File: src/core/lcsc_pkg.sv
// Constants and types shared by the logic cell storage and control block
package lcsc_pkg;
    localparam int ADDR_W = 6;
    localparam logic [5:0] ADDR_CTRL   = 6'h00;
    localparam logic [5:0] ADDR_CMAP   = 6'h04;
    localparam logic [5:0] ADDR_XCFG   = 6'h08;
    localparam logic [5:0] ADDR_YCFG   = 6'h0c;
    localparam logic [5:0] ADDR_FTAB   = 6'h10;
    localparam logic [5:0] ADDR_GTAB   = 6'h14;
    localparam logic [5:0] ADDR_HTAB   = 6'h18;
    localparam logic [5:0] ADDR_IOCFG  = 6'h1c;
    localparam logic [5:0] ADDR_STATUS = 6'h20;
    // Control register fields
    localparam int CTRL_MODE_LSB  = 0;
    localparam int CTRL_LEVEL_BIT = 2;
    // Element configuration fields
    localparam int ECFG_SRC_LSB   = 0;
    localparam int ECFG_SET_BIT   = 2;
    localparam int ECFG_SREN_BIT  = 3;
    localparam int ECFG_BYP_BIT   = 4;
    localparam int ECFG_BSEL_LSB  = 5;
    localparam int IOCFG_SET_BIT  = 0;
    // Reset values
    localparam logic [31:0] CTRL_RST  = 32'h0000_0000;
    localparam logic [31:0] CMAP_RST  = 32'h0000_00e4;
    localparam logic [31:0] ECFG_RST  = 32'h0000_0000;
    localparam logic [15:0] TAB_RST   = 16'h0000;
    localparam logic [7:0]  HTAB_RST  = 8'h00;
    localparam logic [1:0]  RESP_OKAY   = 2'b00;
    localparam logic [1:0]  RESP_SLVERR = 2'b10;
    // Internal control slots fed by the control mux
    localparam int SLOT_CE  = 0;
    localparam int SLOT_RS  = 1;
    localparam int SLOT_DIN = 2;
    localparam int SLOT_AUX = 3;
    typedef enum logic [1:0] {
        LCSC_LOGIC,
        LCSC_RAM16X2,
        LCSC_RAM32X1,
        LCSC_RAM16X1_DP
    } lcsc_mode_t;
    typedef enum logic [1:0] {
        LCSC_SRC_F,
        LCSC_SRC_G,
        LCSC_SRC_H,
        LCSC_SRC_DIRECT
    } lcsc_src_t;
endpackage

File: src/core/lcsc_lut_ram.sv
// Look-up table storage of the first and second function generators
`timescale 1ns/1ps
module lcsc_lut_ram (
    input  wire logic        i_clk,
    input  wire logic        i_rst_n,
    input  wire logic        i_cfg_we_f,
    input  wire logic        i_cfg_we_g,
    input  wire logic [15:0] i_cfg_data,
    input  wire logic        i_wr_f,
    input  wire logic        i_wr_g,
    input  wire logic [3:0]  i_waddr,
    input  wire logic        i_wdata_f,
    input  wire logic        i_wdata_g,
    input  wire logic [3:0]  i_raddr_f,
    input  wire logic [3:0]  i_raddr_g,
    output logic             o_rd_f,
    output logic             o_rd_g,
    output logic [15:0]      o_tab_f,
    output logic [15:0]      o_tab_g
);
    logic [15:0] f_mem_q;
    logic [15:0] g_mem_q;

    // Configuration load wins over a fabric write in the same cycle
    always_ff @(posedge i_clk or negedge i_rst_n) begin
        if (!i_rst_n) begin
            f_mem_q <= lcsc_pkg::TAB_RST;
        end else if (i_cfg_we_f) begin
            f_mem_q <= i_cfg_data;
        end else if (i_wr_f) begin
            f_mem_q[i_waddr] <= i_wdata_f;
        end
    end

    always_ff @(posedge i_clk or negedge i_rst_n) begin
        if (!i_rst_n) begin
            g_mem_q <= lcsc_pkg::TAB_RST;
        end else if (i_cfg_we_g) begin
            g_mem_q <= i_cfg_data;
        end else if (i_wr_g) begin
            g_mem_q[i_waddr] <= i_wdata_g;
        end
    end

    always_ff @(posedge i_clk or negedge i_rst_n) begin
        if (!i_rst_n) begin
            o_rd_f <= 1'b0;
            o_rd_g <= 1'b0;
        end else begin
            o_rd_f <= f_mem_q[i_raddr_f];
            o_rd_g <= g_mem_q[i_raddr_g];
        end
    end

    assign o_tab_f = f_mem_q;
    assign o_tab_g = g_mem_q;
endmodule

File: src/core/lcsc_top.sv
// Storage elements, control mapping and table memory of one logic block
//
// The AXI4-Lite slave port and the address map were chosen for this implementation.
`timescale 1ns/1ps
module lcsc_top (
    input  wire logic        I_REF_CLK,
    input  wire logic        I_RSTN,
    input  wire logic [5:0]  I_AWADDR,
    input  wire logic        I_AWVALID,
    output logic             O_AWREADY,
    input  wire logic [31:0] I_WDATA,
    input  wire logic [3:0]  I_WSTRB,
    input  wire logic        I_WVALID,
    output logic             O_WREADY,
    output logic [1:0]       O_BRESP,
    output logic             O_BVALID,
    input  wire logic        I_BREADY,
    input  wire logic [5:0]  I_ARADDR,
    input  wire logic        I_ARVALID,
    output logic             O_ARREADY,
    output logic [31:0]      O_RDATA,
    output logic [1:0]       O_RRESP,
    output logic             O_RVALID,
    input  wire logic        I_RREADY,
    input  wire logic [3:0]  I_BLOCK_CONTROL_INPUTS,
    input  wire logic [3:0]  I_F_LUT_ADDR,
    input  wire logic [3:0]  I_G_LUT_ADDR,
    input  wire logic        I_GLOBAL_SETRESET_NET,
    input  wire logic        I_IO_FF_D,
    input  wire logic        I_IO_FF_CE,
    output logic             O_FIRST_REGISTERED_OUTPUT,
    output logic             O_SECOND_REGISTERED_OUTPUT,
    output logic             O_F_OUT,
    output logic             O_G_OUT,
    output logic             O_H_OUT,
    output logic             O_IO_FF_Q
);
    logic [31:0] ctrl_q;
    logic [31:0] cmap_q;
    logic [31:0] xcfg_q;
    logic [31:0] ycfg_q;
    logic [7:0]  htab_q;
    logic        io_set_q;
    logic [5:0]  awaddr_q;
    logic        aw_held_q;
    logic [31:0] wdata_q;
    logic [3:0]  wstrb_q;
    logic        w_held_q;
    logic        do_write;
    logic [31:0] wr_word;
    logic        cfg_pulse_q;
    logic        glr_s1_q;
    logic        glr_s2_q;
    logic        glr_s3_q;
    logic        glr_q;
    logic [3:0]  ictl;
    lcsc_pkg::lcsc_mode_t mode;
    logic        ram_mode;
    logic        storage_clock_enable;
    logic        local_async_setreset;
    logic        direct_data_in;
    logic        third_lut_input_zero;
    logic        third_lut_input_one;
    logic        third_lut_input_two;
    logic        ram_write_enable;
    logic        ram_data_low;
    logic        ram_data_high_or_addr4;
    logic        wr_en;
    logic        wr_f;
    logic        wr_g;
    logic        wdata_g;
    logic [3:0]  raddr_g;
    logic        addr4_q;
    logic        rd_f;
    logic        rd_g;
    logic [15:0] tab_f;
    logic [15:0] tab_g;
    logic        f_prime;
    logic        g_prime;
    logic        h_prime;
    logic        x_q;
    logic        y_q;
    logic        x_force;
    logic        y_force;
    logic        x_data;
    logic        y_data;
    logic        x_init;
    logic        y_init;

    // Byte-lane merge of a write into the current word
    function automatic logic [31:0] merge_strb(input logic [31:0] old,
                                               input logic [31:0] nw,
                                               input logic [3:0]  strb);
        logic [31:0] r;
        r = old;
        for (int i = 0; i < 4; i++) begin
            if (strb[i]) begin
                r[i*8 +: 8] = nw[i*8 +: 8];
            end
        end
        return r;
    endfunction

    // Data source selector of one element
    function automatic logic pick_src(input logic [1:0] sel,
                                      input logic f, input logic g,
                                      input logic h, input logic d);
        logic r;
        r = d;
        unique case (lcsc_pkg::lcsc_src_t'(sel))
            lcsc_pkg::LCSC_SRC_F:      r = f;
            lcsc_pkg::LCSC_SRC_G:      r = g;
            lcsc_pkg::LCSC_SRC_H:      r = h;
            lcsc_pkg::LCSC_SRC_DIRECT: r = d;
        endcase
        return r;
    endfunction

    // ---------------- AXI4-Lite slave ----------------
    assign O_AWREADY = !aw_held_q && !O_BVALID;
    assign O_WREADY  = !w_held_q && !O_BVALID;
    assign O_ARREADY = !O_RVALID;
    assign do_write  = aw_held_q && w_held_q && !O_BVALID;

    always_ff @(posedge I_REF_CLK or negedge I_RSTN) begin
        if (!I_RSTN) begin
            aw_held_q <= 1'b0;
            awaddr_q  <= 6'h00;
            w_held_q  <= 1'b0;
            wdata_q   <= 32'h0000_0000;
            wstrb_q   <= 4'h0;
        end else begin
            if (I_AWVALID && O_AWREADY) begin
                aw_held_q <= 1'b1;
                awaddr_q  <= I_AWADDR;
            end else if (do_write) begin
                aw_held_q <= 1'b0;
            end
            if (I_WVALID && O_WREADY) begin
                w_held_q <= 1'b1;
                wdata_q  <= I_WDATA;
                wstrb_q  <= I_WSTRB;
            end else if (do_write) begin
                w_held_q <= 1'b0;
            end
        end
    end

    always_ff @(posedge I_REF_CLK or negedge I_RSTN) begin
        if (!I_RSTN) begin
            O_BVALID <= 1'b0;
            O_BRESP  <= lcsc_pkg::RESP_OKAY;
        end else if (do_write) begin
            O_BVALID <= 1'b1;
            O_BRESP  <= (awaddr_q <= lcsc_pkg::ADDR_IOCFG &&
                         awaddr_q[1:0] == 2'b00) ?
                        lcsc_pkg::RESP_OKAY : lcsc_pkg::RESP_SLVERR;
        end else if (I_BREADY) begin
            O_BVALID <= 1'b0;
        end
    end

    always_ff @(posedge I_REF_CLK or negedge I_RSTN) begin
        if (!I_RSTN) begin
            ctrl_q   <= lcsc_pkg::CTRL_RST;
            cmap_q   <= lcsc_pkg::CMAP_RST;
            xcfg_q   <= lcsc_pkg::ECFG_RST;
            ycfg_q   <= lcsc_pkg::ECFG_RST;
            htab_q   <= lcsc_pkg::HTAB_RST;
            io_set_q <= 1'b0;
        end else if (do_write) begin
            unique case (awaddr_q)
                lcsc_pkg::ADDR_CTRL: ctrl_q <= wr_word;
                lcsc_pkg::ADDR_CMAP: cmap_q <= wr_word;
                lcsc_pkg::ADDR_XCFG: xcfg_q <= wr_word;
                lcsc_pkg::ADDR_YCFG: ycfg_q <= wr_word;
                lcsc_pkg::ADDR_HTAB: htab_q <= wr_word[7:0];
                lcsc_pkg::ADDR_IOCFG: begin
                    io_set_q <= wr_word[lcsc_pkg::IOCFG_SET_BIT];
                end
                default: ;
            endcase
        end
    end

    always_comb begin
        unique case (awaddr_q)
            lcsc_pkg::ADDR_CTRL:  wr_word = merge_strb(ctrl_q, wdata_q,
                                                       wstrb_q);
            lcsc_pkg::ADDR_CMAP:  wr_word = merge_strb(cmap_q, wdata_q,
                                                       wstrb_q);
            lcsc_pkg::ADDR_XCFG:  wr_word = merge_strb(xcfg_q, wdata_q,
                                                       wstrb_q);
            lcsc_pkg::ADDR_YCFG:  wr_word = merge_strb(ycfg_q, wdata_q,
                                                       wstrb_q);
            lcsc_pkg::ADDR_FTAB:  wr_word = merge_strb({16'h0000, tab_f},
                                                       wdata_q, wstrb_q);
            lcsc_pkg::ADDR_GTAB:  wr_word = merge_strb({16'h0000, tab_g},
                                                       wdata_q, wstrb_q);
            lcsc_pkg::ADDR_HTAB:  wr_word = merge_strb({24'h000000, htab_q},
                                                       wdata_q, wstrb_q);
            lcsc_pkg::ADDR_IOCFG: wr_word = merge_strb({31'h0, io_set_q},
                                                       wdata_q, wstrb_q);
            default:              wr_word = 32'h0000_0000;
        endcase
    end

    // A configuration reload acts like a global reset pulse
    always_ff @(posedge I_REF_CLK or negedge I_RSTN) begin
        if (!I_RSTN) begin
            cfg_pulse_q <= 1'b0;
        end else begin
            cfg_pulse_q <= do_write && (awaddr_q == lcsc_pkg::ADDR_XCFG ||
                           awaddr_q == lcsc_pkg::ADDR_YCFG ||
                           awaddr_q == lcsc_pkg::ADDR_IOCFG);
        end
    end

    always_ff @(posedge I_REF_CLK or negedge I_RSTN) begin
        if (!I_RSTN) begin
            O_RVALID <= 1'b0;
            O_RDATA  <= 32'h0000_0000;
            O_RRESP  <= lcsc_pkg::RESP_OKAY;
        end else if (I_ARVALID && O_ARREADY) begin
            O_RVALID <= 1'b1;
            O_RRESP  <= lcsc_pkg::RESP_OKAY;
            unique case (I_ARADDR)
                lcsc_pkg::ADDR_CTRL:  O_RDATA <= ctrl_q;
                lcsc_pkg::ADDR_CMAP:  O_RDATA <= cmap_q;
                lcsc_pkg::ADDR_XCFG:  O_RDATA <= xcfg_q;
                lcsc_pkg::ADDR_YCFG:  O_RDATA <= ycfg_q;
                lcsc_pkg::ADDR_FTAB:  O_RDATA <= {16'h0000, tab_f};
                lcsc_pkg::ADDR_GTAB:  O_RDATA <= {16'h0000, tab_g};
                lcsc_pkg::ADDR_HTAB:  O_RDATA <= {24'h000000, htab_q};
                lcsc_pkg::ADDR_IOCFG: O_RDATA <= {31'h0, io_set_q};
                lcsc_pkg::ADDR_STATUS: begin
                    O_RDATA <= {25'h0, h_prime, g_prime, f_prime,
                                O_IO_FF_Q, glr_q, y_q, x_q};
                end
                default: begin
                    O_RDATA <= 32'h0000_0000;
                    O_RRESP <= lcsc_pkg::RESP_SLVERR;
                end
            endcase
        end else if (I_RREADY) begin
            O_RVALID <= 1'b0;
        end
    end

    // ---------------- Global reset net ----------------
    // Pin level, so three stages; only a stable stage pair updates it
    always_ff @(posedge I_REF_CLK or negedge I_RSTN) begin
        if (!I_RSTN) begin
            glr_s1_q <= 1'b0;
            glr_s2_q <= 1'b0;
            glr_s3_q <= 1'b0;
            glr_q    <= 1'b0;
        end else begin
            glr_s1_q <= I_GLOBAL_SETRESET_NET;
            glr_s2_q <= glr_s1_q;
            glr_s3_q <= glr_s2_q;
            if (glr_s2_q == glr_s3_q) begin
                glr_q <= glr_s3_q;
            end
        end
    end

    // ---------------- Control mapping ----------------
    always_comb begin
        for (int s = 0; s < 4; s++) begin
            ictl[s] = I_BLOCK_CONTROL_INPUTS[cmap_q[s*2 +: 2]];
        end
    end

    assign mode     = lcsc_pkg::lcsc_mode_t'(ctrl_q[lcsc_pkg::CTRL_MODE_LSB
                                                    +: 2]);
    assign ram_mode = (mode != lcsc_pkg::LCSC_LOGIC);
    // Slot meaning depends on mode; memory mode steals set/reset
    assign storage_clock_enable   = ictl[lcsc_pkg::SLOT_CE];
    assign local_async_setreset   = !ram_mode && ictl[lcsc_pkg::SLOT_RS];
    assign third_lut_input_zero   = ictl[lcsc_pkg::SLOT_RS];
    assign direct_data_in         = ictl[lcsc_pkg::SLOT_DIN];
    assign third_lut_input_two    = ictl[lcsc_pkg::SLOT_DIN];
    assign third_lut_input_one    = ictl[lcsc_pkg::SLOT_AUX];
    assign ram_write_enable       = ram_mode && ictl[lcsc_pkg::SLOT_RS];
    assign ram_data_low           = ictl[lcsc_pkg::SLOT_DIN];
    assign ram_data_high_or_addr4 = ictl[lcsc_pkg::SLOT_AUX];

    // ---------------- Table memory ----------------
    // Level mode writes every cycle the write enable is high; edge mode also needs the enable
    assign wr_en = ram_write_enable &&
                   (ctrl_q[lcsc_pkg::CTRL_LEVEL_BIT] ||
                    storage_clock_enable);

    always_comb begin
        wr_f    = 1'b0;
        wr_g    = 1'b0;
        wdata_g = ram_data_low;
        raddr_g = I_F_LUT_ADDR;
        unique case (mode)
            lcsc_pkg::LCSC_LOGIC: begin
                raddr_g = I_G_LUT_ADDR;
            end
            lcsc_pkg::LCSC_RAM16X2: begin
                wr_f    = wr_en;
                wr_g    = wr_en;
                wdata_g = ram_data_high_or_addr4;
            end
            lcsc_pkg::LCSC_RAM32X1: begin
                wr_f = wr_en && !ram_data_high_or_addr4;
                wr_g = wr_en && ram_data_high_or_addr4;
            end
            lcsc_pkg::LCSC_RAM16X1_DP: begin
                wr_f    = wr_en;
                wr_g    = wr_en;
                raddr_g = I_G_LUT_ADDR;
            end
        endcase
    end

    always_ff @(posedge I_REF_CLK or negedge I_RSTN) begin
        if (!I_RSTN) begin
            addr4_q <= 1'b0;
        end else begin
            addr4_q <= ram_data_high_or_addr4;
        end
    end

    lcsc_lut_ram u_lut_ram (
        .i_clk      (I_REF_CLK),
        .i_rst_n    (I_RSTN),
        .i_cfg_we_f (do_write && awaddr_q == lcsc_pkg::ADDR_FTAB),
        .i_cfg_we_g (do_write && awaddr_q == lcsc_pkg::ADDR_GTAB),
        .i_cfg_data (wr_word[15:0]),
        .i_wr_f     (wr_f),
        .i_wr_g     (wr_g),
        .i_waddr    (I_F_LUT_ADDR),
        .i_wdata_f  (ram_data_low),
        .i_wdata_g  (wdata_g),
        .i_raddr_f  (I_F_LUT_ADDR),
        .i_raddr_g  (raddr_g),
        .o_rd_f     (rd_f),
        .o_rd_g     (rd_g),
        .o_tab_f    (tab_f),
        .o_tab_g    (tab_g)
    );

    assign f_prime = (mode == lcsc_pkg::LCSC_RAM32X1 && addr4_q) ?
                     rd_g : rd_f;
    assign g_prime = rd_g;
    assign h_prime = htab_q[{third_lut_input_two, third_lut_input_one,
                             third_lut_input_zero}];

    // ---------------- Storage elements ----------------
    assign x_init  = xcfg_q[lcsc_pkg::ECFG_SET_BIT];
    assign y_init  = ycfg_q[lcsc_pkg::ECFG_SET_BIT];
    // Same init bit serves local and global force
    assign x_force = glr_q || cfg_pulse_q ||
                     (xcfg_q[lcsc_pkg::ECFG_SREN_BIT] &&
                      local_async_setreset);
    assign y_force = glr_q || cfg_pulse_q ||
                     (ycfg_q[lcsc_pkg::ECFG_SREN_BIT] &&
                      local_async_setreset);
    assign x_data  = pick_src(xcfg_q[lcsc_pkg::ECFG_SRC_LSB +: 2], f_prime,
                              g_prime, h_prime, direct_data_in);
    assign y_data  = pick_src(ycfg_q[lcsc_pkg::ECFG_SRC_LSB +: 2], f_prime,
                              g_prime, h_prime, direct_data_in);

    // Forcing is sampled by the clock, so it takes hold one edge later
    always_ff @(posedge I_REF_CLK or negedge I_RSTN) begin
        if (!I_RSTN) begin
            x_q <= 1'b0;
        end else if (x_force) begin
            x_q <= x_init;
        end else if (storage_clock_enable) begin
            x_q <= x_data;
        end
    end

    always_ff @(posedge I_REF_CLK or negedge I_RSTN) begin
        if (!I_RSTN) begin
            y_q <= 1'b0;
        end else if (y_force) begin
            y_q <= y_init;
        end else if (storage_clock_enable) begin
            y_q <= y_data;
        end
    end

    always_ff @(posedge I_REF_CLK or negedge I_RSTN) begin
        if (!I_RSTN) begin
            O_IO_FF_Q <= 1'b0;
        end else if (glr_q || cfg_pulse_q) begin
            O_IO_FF_Q <= io_set_q;
        end else if (I_IO_FF_CE) begin
            O_IO_FF_Q <= I_IO_FF_D;
        end
    end

    // Bypass is a plain mux, kept combinational for the fast path
    assign O_FIRST_REGISTERED_OUTPUT  = xcfg_q[lcsc_pkg::ECFG_BYP_BIT] ?
        I_BLOCK_CONTROL_INPUTS[xcfg_q[lcsc_pkg::ECFG_BSEL_LSB +: 2]] :
        x_q;
    assign O_SECOND_REGISTERED_OUTPUT = ycfg_q[lcsc_pkg::ECFG_BYP_BIT] ?
        I_BLOCK_CONTROL_INPUTS[ycfg_q[lcsc_pkg::ECFG_BSEL_LSB +: 2]] :
        y_q;
    assign O_F_OUT = f_prime;
    assign O_G_OUT = g_prime;
    assign O_H_OUT = h_prime;
endmodule

File: config.mk
export PLATFORM = sky130hd
export DESIGN_NAME = lcsc_top
export DESIGN_NICKNAME = d
export VERILOG_FILES = /design/src/core/lcsc_pkg.sv /design/src/core/lcsc_lut_ram.sv /design/src/core/lcsc_top.sv
export SDC_FILE = /design/constraint.sdc
export NUM_CORES = 1
export LEC_CHECK = 0
export ABC_CLOCK_PERIOD_IN_PS = 2300
export BUFFER_PORTS_ARGS = -buffer_cell sky130_fd_sc_hd__buf_4
export CORE_MARGIN = 2
export CORE_UTILIZATION = 44
export CTS_BUF_LIST = sky130_fd_sc_hd__clkbuf_8 sky130_fd_sc_hd__clkbuf_16
export DETAILED_ROUTE_END_ITERATION = 6
export HOLD_SLACK_MARGIN = 0.1
export MAX_ROUTING_LAYER = met4
export SETUP_SLACK_MARGIN = 0.05
export SYNTH_ARGS = -nofsm -noshare
export SYNTH_HDL_FRONTEND = slang
export SYNTH_SLANG_ARGS = --single-unit
File: constraint.sdc
create_clock -name I_REF_CLK -period 2.3 [get_ports I_REF_CLK]
set_input_delay 0.115 -clock I_REF_CLK [delete_from_list [all_inputs] [get_ports I_REF_CLK]]
set_output_delay 0.115 -clock I_REF_CLK [all_outputs]
set_load 0.05 [all_outputs]
==> results_dict.tcl, run 1 <==
set metrics [dict create \
    ys_ff_latch 260 \
    drv_slew 0 \
    critical_path.endpoint_type "output pin" \
    fp.dieH_um 178 \
    crit_fanout 6 \
    global_route.usage.total 0.286 \
    path_clk_slew_ps 60 \
    antenna_found_initial 0 \
    port_buffers 114 \
    violations_in_the_final_reports "design-rule violations, negative setup slack" \
    avgRoutedWirePerCell_um 23.6 \
    drv.max_cap_violation_count 0 \
    dp_hpwl_um 29800 \
    p_leak_nw 7.72 \
    fp.coreArea_mm2 0.0296 \
    cp.buffers_inverters 3 \
    max-clock-path-buffers 3 \
    gp_congestion 1.01 \
    clk_root_buffer_cell "sky130_fd_sc_hd__clkbuf_16" \
    cell_occurring_most_often_along_the_worst_timing_path "sky130_fd_sc_hd__mux2i_1" \
    dominant_cells_by_area_after_synthesis "sky130_fd_sc_hd__dfrtp_1 (48%), sky130_fd_sc_hd__mux2_2 (12%), sky130_fd_sc_hd__a22o_1 (4.3%), sky130_fd_sc_hd__nand2_1 (4.3%), sky130_fd_sc_hd__a22oi_1 (3.6%)" \
    synth_cell_type_count 70 \
    layout.cells.most_common "sky130_fd_sc_hd__dfrtp_1" \
    filler_cell_count 2459 \
    worst_path_largest_cell_delay_ps 610 \
    overall_die_area_mm2 0.0315 \
    h-tree-depth 1 \
    layout_min_cycle_time_ps 2650 \
    synth.yosys.warnings 0 \
    wl_um 43700 \
    drt_iter0_drc 1420 \
    placedCellCount 1718 \
    final_layout_size_suffix_gt1_frac 0.353 \
    final_core_occ 0.587 \
    final-hold-violation-count 0 \
    worst_setup_margin_ps -352 \
    setup_violations 32 \
    wire_length_of_the_first_global_routing_pass_um 67100 \
    grt_setup_unrepaired "yes" \
    die_width_um 178 \
    count_of_tritonroute_iterations_in_the_first_routing_pass 7 \
    worst_path_max_delay_cell "sky130_fd_sc_hd__mux4_2" \
    grt_start_max_net_pins 67 \
    post-synth-top-area-fraction 0.483 \
    synth_seq_area_share 0.491 \
    final_net_count 1512 \
    post-route-drc-count 1 \
    synth_area_mm2 0.0133 \
    cp_data_required_time_ps 2180 \
    layout_common_cells "sky130_fd_sc_hd__dfrtp_1 (255), sky130_fd_sc_hd__buf_4 (211), sky130_fd_sc_hd__nand2_1 (146)" \
    cp.arrival_ps 2540 \
    vias_in_the_first_global_route 11100 \
    worstHoldPathType "primary input to async pin" \
    path_class "register to output pin" \
    worst_skew_pair.late_latency_ps 560 \
    cts_buffers 30 \
    worstSetupStartpointType "register" \
    syn-mean-instance-area_um2 11.0 \
    syn2layout_area_growth_pct 31.3 \
    layout.cells.non_filler 1850 \
    route.detailed.vias_per_inst 6.22 \
    ir_worst_vdd_v 0.000896 \
    start_util 0.447 \
    synth-main-ff-cell "sky130_fd_sc_hd__dfrtp_1" \
    p_per_area_mw_per_mm2 1050 \
    cts_tree "yes" \
    clock_sink_count 260 \
    detailroute.via_count 11500 \
    synthCells 1203 \
    core.rowCount 63 \
    worstMarginPinSlew_ps 675 \
    antennaDiodeCount 0 \
    design_power_total_mw 18.2 \
    num_io_pins 117 \
    run_status "finished, violations left" \
    async_flop_share 1.00 \
    drtAntennaViolNets 0 \
    overflow 0 \
    timing.clock.skew_ps 13.2 \
    maxClockFrequency_mhz 377 \
    synth_top_area_cell "sky130_fd_sc_hd__dfrtp_1" \
    crit_chain "mux4_2 > mux2i_1 > mux2i_1 > mux2i_1 > buf_4 > inv_2 > buf_6" \
    critical_path.top_delay_family "multiplexers" \
    synth-edff-count 0 \
    slew_headroom 0.545 \
    finalCritPeriodShare 1.15 \
]
[cells by family (layout without fill, tap and decap cells)]
group | Yosys count | count (layout) | synth area share
compound gates | 328 | 328 | 0.194
buf+inv | 108 | 364 | 0.0350
flops | 260 | 260 | 0.491
mux | 174 | 174 | 0.159
other cells | 1 | 2 | 0.000283
simple gates | 327 | 327 | 0.116
fa+ha+maj | 5 | 5 | 0.00453
[flip-flops by register name, indices dropped and copies added, names as in the netlist, 4 cells and up]
name,flops
u_lut_ram.o_tab_f,16
wstrb_q,4
awaddr_q,6
wdata_q,32
u_lut_ram.o_tab_g,16
ycfg_q,32
O_RDATA,32
htab_q,8
xcfg_q,32
cmap_q,32
ctrl_q,32
[cells in the mapped netlist, drive strengths merged, types with 15 or more instances]
cell type	instances
nor2	33
mux2i	22
a21oi	16
clkbuf	64
nand3	20
nor2b	25
nor3	45
a22o	65
mux2	137
buf	31
o211ai	24
a22oi	64
nand2	152
mux4	15
a222oi	26
o21ai	55
dfrtp	256
[where the power goes]
part	internal, mW	switching [mW]
Combinational	2.87	3.21
Clock	3.01	1.93
Sequential	5.73	1.45
[metrics by stage]
| stage | hold WS (ps) | setup WS (ps) | cell area (µm²) | TNS, ps |
|---|---|---|---|---|
| after global routing | 160 | -444 | 17400 | -7740 |
| after CTS | 137 | -339 | 17100 | -4500 |
| final | 104 | -352 | 17400 | -5990 |
| after floorplan | -181 | 73.9 | 13300 | 0 |
| after detailed placement | 123 | -71.6 | 15300 | -172 |
| after global placement | 131 | -52.0 | 15300 | -109 |
[what timing repair did]
item                                   in CTS  in global routing
setup endpoints to repair                  38                161
endpoints found under the hold margin     324                  0
hold buffers                               59                  0
pin swaps                                   9                 18
gates resized for setup                    33                 52
buffers inserted                           12                  9
[final timing paths]
| check | startpoint | endpoint | slack, ps | depth (start not counted) |
|---|---|---|---|---|
| worst max-delay path | cmap_q[2] | O_H_OUT | -350 | 7 |
| max in group asynchronous | I_RSTN | u_lut_ram.o_tab_f[10] | 1450 | 3 |
| min in group I_REF_CLK | I_G_LUT_ADDR[1] | u_lut_ram.o_rd_g | 190 | 5 |
| worst max register to register | cmap_q[2] | u_lut_ram.o_tab_f[2] | -340 | 9 |
| worst min register to register | glr_s1_q | glr_s2_q | 350 | 0 |
| worst min-delay path | I_RSTN | glr_s2_q | 100 | 2 |
[metal layers]
| metal | wire length, µm | global-route usage | vias to the layer above |
|---|---|---|---|
| li1 | - | - | 5066 |
| met1 | 18800 | 0.398 | 5681 |
| met2 | 19400 | 0.419 | 635 |
| met3 | 3830 | 0.0548 | 129 |
| met4 | 1660 | 0.0970 | 0 |
| met5 | 0 | - | - |
[cell type report]
| type | instances | area [µm²] | share of cell area |
|---|---|---|---|
| multi-input cells | 836 | 6680 | 0.384 |
| flip-flops and latches | 260 | 6510 | 0.374 |
| clock buffers | 39 | 886 | 0.0509 |
| clock inverters | 15 | 144 | 0.00827 |
| repair buffers | 297 | 2640 | 0.152 |
| inverters | 13 | 48.8 | 0.00280 |
| well taps | 390 | 488 | 0.0280 |
[worst register-to-register path: stages (launching register included)]
cell and delay (ps):
sky130_fd_sc_hd__dfstp_2 550, sky130_fd_sc_hd__mux4_2 610, sky130_fd_sc_hd__buf_4 180, sky130_fd_sc_hd__buf_6 110
sky130_fd_sc_hd__buf_6 100, sky130_fd_sc_hd__buf_6 110, sky130_fd_sc_hd__o211ai_4 110, sky130_fd_sc_hd__and2b_4 270
sky130_fd_sc_hd__and3_1 190, sky130_fd_sc_hd__a221o_1 310
Note: power is estimated with default switching activity, not from simulation.
==> run 2: changes to the inputs <==
--- a/config.mk
+++ b/config.mk
@@ -13,7 +13,9 @@
 export DETAILED_ROUTE_END_ITERATION = 6
 export HOLD_SLACK_MARGIN = 0.1
 export MAX_ROUTING_LAYER = met4
+export PLACE_DENSITY_LB_ADDON = 0.12
 export SETUP_SLACK_MARGIN = 0.05
+export SKIP_CTS_REPAIR_TIMING = 1
 export SYNTH_ARGS = -nofsm -noshare
 export SYNTH_HDL_FRONTEND = slang
 export SYNTH_SLANG_ARGS = --single-unit
==> run 2 against run 1 <==
Compared with the run above:
- the flow still finishes with violations (design-rule violations, negative setup slack)
- clock-buffer cell count decreased by 3
- combinational power increased by 6.7%
- maximum frequency decreased by 1.2%
- sequential cell count unchanged
- via count increased by 1.7%
- clock skew increased by 3.6 ps
- utilization increased by 2.3 points
- critical path depth unchanged
- total power increased by 4.0%
- largest cell class unchanged
- largest power group unchanged
- highest routed layer unchanged
==> results_dict.tcl, run 2 (synthesized netlist as in run 1, its figures left out) <==
set metrics [dict create \
    worstMarginPinSlew_ps 722 \
    post-route-drc-count 1 \
    cp_data_required_time_ps 2180 \
    dp_hpwl_um 30500 \
    seq_power_share 0.382 \
    cts_tree "yes" \
    worst_setup_margin_ps -383 \
    syn2layout_area_growth_pct 36.4 \
    final-hold-violation-count 0 \
    power_switching_mw 6.75 \
    antennaDiodeCount 0 \
    finalSetupTns_ps -613 \
    grt_setup_unrepaired "yes" \
    maxClockFrequency_mhz 373 \
    overflow 0 \
    avgRoutedWirePerCell_um 23.9 \
    count_of_tritonroute_iterations_in_the_first_routing_pass 7 \
    wl_um 45300 \
    layout.cells.most_common "sky130_fd_sc_hd__dfrtp_1" \
    combinationalPowerShare 0.343 \
    route.detailed.vias_per_inst 6.18 \
    cp.arrival_ps 2570 \
    ir_worst_vdd_v 0.000755 \
    port_buffers 114 \
    slew_headroom 0.519 \
    path_clk_slew_ps 70 \
    p_per_area_mw_per_mm2 1050 \
    path_class "register to output pin" \
    vias_in_the_first_global_route 11000 \
    p_leak_nw 8.05 \
    worst_skew_pair.late_latency_ps 560 \
    layout_min_cycle_time_ps 2680 \
    grt_start_max_net_pins 64 \
    num_io_pins 117 \
    fp.dieH_um 178 \
    layout.cells.non_filler 1894 \
    worstHoldPathType "primary input to async pin" \
    clock_sink_count 260 \
    detailroute.via_count 11700 \
    final_core_occ 0.610 \
    final_hold_slack_ps 70.4 \
    finalCritPeriodShare 1.17 \
    cts_buffers 30 \
    filler_cell_count 2471 \
    h-tree-depth 1 \
    setup_violations 11 \
    overall_die_area_mm2 0.0315 \
    placedCellCount 1742 \
    timing.clock.skew_ps 16.7 \
    die_width_um 178 \
    start_util 0.447 \
    global_route.usage.total 0.285 \
    drtAntennaViolNets 0 \
    crit_fanout 7 \
    drv_slew 0 \
    layout_common_cells "sky130_fd_sc_hd__dfrtp_1 (251), sky130_fd_sc_hd__buf_4 (238), sky130_fd_sc_hd__nand2_1 (147)" \
    clock_group_share_of_total_power 0.275 \
    final_layout_size_suffix_gt1_frac 0.389 \
    worstSetupStartpointType "register" \
    drv.max_cap_violation_count 0 \
    antenna_found_initial 0 \
    clk_root_buffer_cell "sky130_fd_sc_hd__clkbuf_16" \
    violations_in_the_final_reports "design-rule violations, negative setup slack" \
    internal-power_mw 12.2 \
    wire_length_of_the_first_global_routing_pass_um 66500 \
    fp.coreArea_mm2 0.0296 \
    run_status "finished, violations left" \
    core.rowCount 63 \
    gp_congestion 0.987 \
    final_net_count 1554 \
    power.share.switching 0.356 \
    critical_path.endpoint_type "output pin" \
    max-clock-path-buffers 3 \
    drt_iter0_drc 973 \
]
run 2: per-stage QoR:
step / total power, mW / instance area (µm²) / setup slack, ps
after floorplan: 10.1 / 13300 / 73.9
after global placement: 12.6 / 15400 / 12.4
after detailed placement: 12.7 / 15400 / -25.9
after CTS: 18.0 / 16500 / -443
after global routing: 19.8 / 18100 / -433
final: 18.9 / 18100 / -383
run 2: per-layer routing:
metal / vias up / GRT usage / part of all wire
met5: - / - / 0
met4: 0 / 0.123 / 0.043
met3: 127 / 0.0413 / 0.074
met2: 573 / 0.421 / 0.45
met1: 5848 / 0.392 / 0.43
li1: 5157 / - / -
run 2: area by class of cell:
cell class	count	area [µm²]	share of cell area
sequential	260	6520	0.361
multi-input combinational	836	6840	0.379
clock inverter	20	269	0.0149
timing repair buffer	339	3070	0.170
clock buffer	36	833	0.0461
tap	390	488	0.0270
inverter	13	51.3	0.00284
run 2: path summary, 6_finish.rpt:
check	startpoint	to	slack, ps	cells after the start
worst min-delay path	I_RSTN	u_lut_ram.o_tab_g[11]	70	2
worst min register to register	glr_s1_q	glr_s2_q	350	0
worst max register to register	cmap_q[2]	u_lut_ram.o_tab_f[2]	-50	6
worst max-delay path	cmap_q[2]	O_H_OUT	-380	7
min in group I_REF_CLK	I_AWVALID	aw_held_q	70	3
max in group asynchronous	I_RSTN	cmap_q[5]	1460	3
run 2: power by group through the flow:
stage	sequential [mW]	clock, mW	combinational [mW]
after CTS	7.11	5.29	5.57
after floorplan	6.63	0	3.46
after global placement	7.15	0	5.49
final	7.23	5.21	6.50
after global routing	7.35	5.50	6.96
after detailed placement	7.18	0	5.56
run 2: worst max-delay path: stages (launching register included):
cell                      delay, ps
sky130_fd_sc_hd__dfstp_2        550
sky130_fd_sc_hd__mux4_2         610
sky130_fd_sc_hd__mux2i_1        190
sky130_fd_sc_hd__mux2i_1        100
sky130_fd_sc_hd__mux2i_1        190
sky130_fd_sc_hd__buf_4          180
sky130_fd_sc_hd__inv_4           40
sky130_fd_sc_hd__buf_8          140
==> run 3: changes to the inputs <==
--- a/config.mk
+++ b/config.mk
@@ -5,11 +5,12 @@
 export SDC_FILE = /design/constraint.sdc
 export NUM_CORES = 1
 export LEC_CHECK = 0
-export ABC_CLOCK_PERIOD_IN_PS = 2300
+export ABC_AREA = 1
+export ABC_CLOCK_PERIOD_IN_PS = 3400
 export BUFFER_PORTS_ARGS = -buffer_cell sky130_fd_sc_hd__buf_4
 export CORE_MARGIN = 2
 export CORE_UTILIZATION = 44
-export CTS_BUF_LIST = sky130_fd_sc_hd__clkbuf_8 sky130_fd_sc_hd__clkbuf_16
+export CTS_BUF_LIST = sky130_fd_sc_hd__clkbuf_2
 export DETAILED_ROUTE_END_ITERATION = 6
 export HOLD_SLACK_MARGIN = 0.1
 export MAX_ROUTING_LAYER = met4
==> constraint.sdc (replaced) <==
create_clock -name I_REF_CLK -period 3.4 [get_ports I_REF_CLK]
set_input_delay 0.17 -clock I_REF_CLK [delete_from_list [all_inputs] [get_ports I_REF_CLK]]
set_output_delay 0.17 -clock I_REF_CLK [all_outputs]
set_load 0.05 [all_outputs]
==> run 3 against run 2 <==
Compared with the run above:
- global-route usage rose by 3.9 points
- first-iteration DRC count rose by 79%
- the run now ends clean
- setup slack improved by 540 ps
- largest cell class unchanged
- total power fell by 52%
==> results_dict.tcl, run 3 <==
set metrics [dict create \
    detailroute.via_count 15000 \
    power_switching_mw 3.59 \
    post-route-drc-count 0 \
    clock_group_share_of_total_power 0.264 \
    p_leak_nw 8.16 \
    filler_cell_count 3125 \
    combinationalPowerShare 0.299 \
    synthCells 1899 \
    finalCritPeriodShare 0.954 \
    run_status "finished clean" \
    synth_cell_type_count 51 \
    async_flop_share 1.00 \
    final-hold-violation-count 0 \
    antenna_found_initial 2 \
    worstSetupStartpointType "primary input" \
    whs_path_depth 9 \
    ys_ff_latch 260 \
    drtAntennaViolNets 0 \
    overflow 0 \
    synth-main-ff-cell "sky130_fd_sc_hd__dfrtp_1" \
    vias_in_the_first_global_route 13900 \
    crit_fanout 19 \
    worstMarginPinSlew_ps 1090 \
    number_of_cells_traversed_by_the_worst_register_to_register_path 11 \
    fp.coreArea_mm2 0.0326 \
    syn-mean-instance-area_um2 7.69 \
    drt_iter0_drc 1744 \
    dp_hpwl_um 37300 \
    synth-edff-count 0 \
    slew_headroom 0.272 \
    maxClockFrequency_mhz 308 \
    clk_root_buffer_cell "sky130_fd_sc_hd__clkbuf_2" \
    port_buffers 114 \
    die_width_um 186 \
    max-clock-path-buffers 3 \
    synth.top_cells.by_count "sky130_fd_sc_hd__nand2_1 (516), sky130_fd_sc_hd__dfrtp_1 (256), sky130_fd_sc_hd__inv_1 (203), sky130_fd_sc_hd__o21ai_0 (178), sky130_fd_sc_hd__a21oi_1 (148)" \
    clock_sink_count 260 \
    fp.dieH_um 186 \
    wl_um 55200 \
    synth_area_mm2 0.0146 \
    top_count_cell_post_synth "sky130_fd_sc_hd__nand2_1" \
    ir_worst_vdd_v 0.000309 \
    worstHoldPathType "primary input to register" \
    drv_slew 0 \
    cts_tree "yes" \
    post-synth-top-area-fraction 0.438 \
    multi_input_comb_area_mm2 0.00679 \
    dominant_cells_by_area_after_synthesis "sky130_fd_sc_hd__dfrtp_1 (44%), sky130_fd_sc_hd__nand2_1 (13%), sky130_fd_sc_hd__o21ai_0 (6.1%), sky130_fd_sc_hd__inv_1 (5.2%), sky130_fd_sc_hd__a21oi_1 (5.1%)" \
    wire_length_of_the_first_global_routing_pass_um 82100 \
    drv.max_cap_violation_count 0 \
    worst_skew_pair.late_latency_ps 980 \
    finalSetupTns_ps 0 \
    cp_data_required_time_ps 4260 \
    start_util 0.448 \
    setup_violations 0 \
    grt_start_max_net_pins 94 \
    avgRoutedWirePerCell_um 20.7 \
    num_io_pins 117 \
    gp_congestion 0.980 \
    seq_power_share 0.437 \
    syn2layout_area_growth_pct 22.9 \
    design_power_total_mw 9.01 \
    grt_setup_unrepaired "no" \
    path_class "primary input to register" \
    synth_seq_area_share 0.446 \
    internal-power_mw 5.42 \
    synth.yosys.warnings 0 \
    timing.clock.skew_ps 68.0 \
    count_of_tritonroute_iterations_in_the_first_routing_pass 6 \
    overall_die_area_mm2 0.0347 \
    path_clk_slew_ps 100 \
    synth_top_area_cell "sky130_fd_sc_hd__dfrtp_1" \
    final_core_occ 0.551 \
    global_route.usage.total 0.324 \
    final-seq-area_mm2 0.00651 \
    cts_buffers 76 \
    power.share.switching 0.398 \
    route.detailed.vias_per_inst 5.63 \
    layout_common_cells "sky130_fd_sc_hd__nand2_1 (515), sky130_fd_sc_hd__dfrtp_1 (256), sky130_fd_sc_hd__inv_1 (203)" \
    h-tree-depth 3 \
    p_per_area_mw_per_mm2 502 \
    cp.arrival_ps 4110 \
    critical_path.endpoint_type "register" \
    final_layout_size_suffix_gt1_frac 0.175 \
    layout.cells.most_common "sky130_fd_sc_hd__nand2_1" \
    layout_min_cycle_time_ps 3240 \
    final_net_count 2251 \
    core.rowCount 66 \
]
## run 3: cells by family (layout without fill, tap and decap cells)
family,Yosys count,in the layout,share of synthesized area
AO/OA/AOI/OAI,550,550,0.221
AND/OR/NAND/NOR,737,737,0.212
multiplexers,33,33,0.0254
other,1,6,0.000257
buffers and inverters,313,639,0.0909
flip-flops,260,260,0.446
adder cells (fa/ha/maj),5,5,0.00411
## run 3: worst max-delay path: stages
cell and delay [ps]:
sky130_fd_sc_hd__dlygate4sd3_1 540, sky130_fd_sc_hd__buf_4 160, sky130_fd_sc_hd__nor2_2 220, sky130_fd_sc_hd__dlygate4sd3_1 610, sky130_fd_sc_hd__inv_1 50, sky130_fd_sc_hd__nor2_2 470, sky130_fd_sc_hd__inv_2 350, sky130_fd_sc_hd__nand4_1 190
sky130_fd_sc_hd__dlygate4sd3_1 570, sky130_fd_sc_hd__nand2_1 50, sky130_fd_sc_hd__inv_1 110, sky130_fd_sc_hd__nor2_1 50, sky130_fd_sc_hd__dlygate4sd3_1 560
## run 3: per-stage QoR
stage	hold WS (ps)	worst slack, ps	cells	instance area (µm²)
floorplan	-126	848	1900	14600
global placement	179	1090	2395	15800
detailed placement	185	1030	2395	15800
CTS	-881	399	2522	16500
global route	163	129	2672	18000
finish	147	158	2672	18000
## run 3: final cells by class
class | count | share of cell area
sequential | 260 | 0.362
tap | 442 | 0.0308
timing repair buffer | 291 | 0.145
clock buffer | 111 | 0.0309
clock inverter | 16 | 0.00564
antenna | 4 | 0.000557
inverter | 221 | 0.0463
multi-input combinational | 1327 | 0.378
## run 3: layer usage
layer,part of all wire,track usage
met1,0.43,0.444
met2,0.44,0.471
met3,0.091,0.0701
met4,0.036,0.124
met5,0,-
## run 3: worst paths after layout
kind	endpoint	slack, ps	start
min in group asynchronous	xcfg_q[1]	360	I_RSTN
min reg2reg	glr_s2_q	370	glr_s1_q
min	u_lut_ram.o_rd_g	150	I_G_LUT_ADDR[0]
max reg2reg	u_lut_ram.o_rd_g	470	ctrl_q[0]
max	O_RRESP[1]	160	I_ARADDR[5]
max in group asynchronous	awaddr_q[1]	2560	I_RSTN
## run 3: power groups by stage
stage | Clock, mW | Sequential [mW] | Combinational, mW
2_1_floorplan | 0 | 3.82 | 1.76
3_3_place_gp | 0 | 3.96 | 2.41
3_5_place_dp | 0 | 3.97 | 2.42
4_1_cts | 2.44 | 3.91 | 2.43
5_1_grt | 2.60 | 3.98 | 2.96
6_report | 2.38 | 3.94 | 2.69
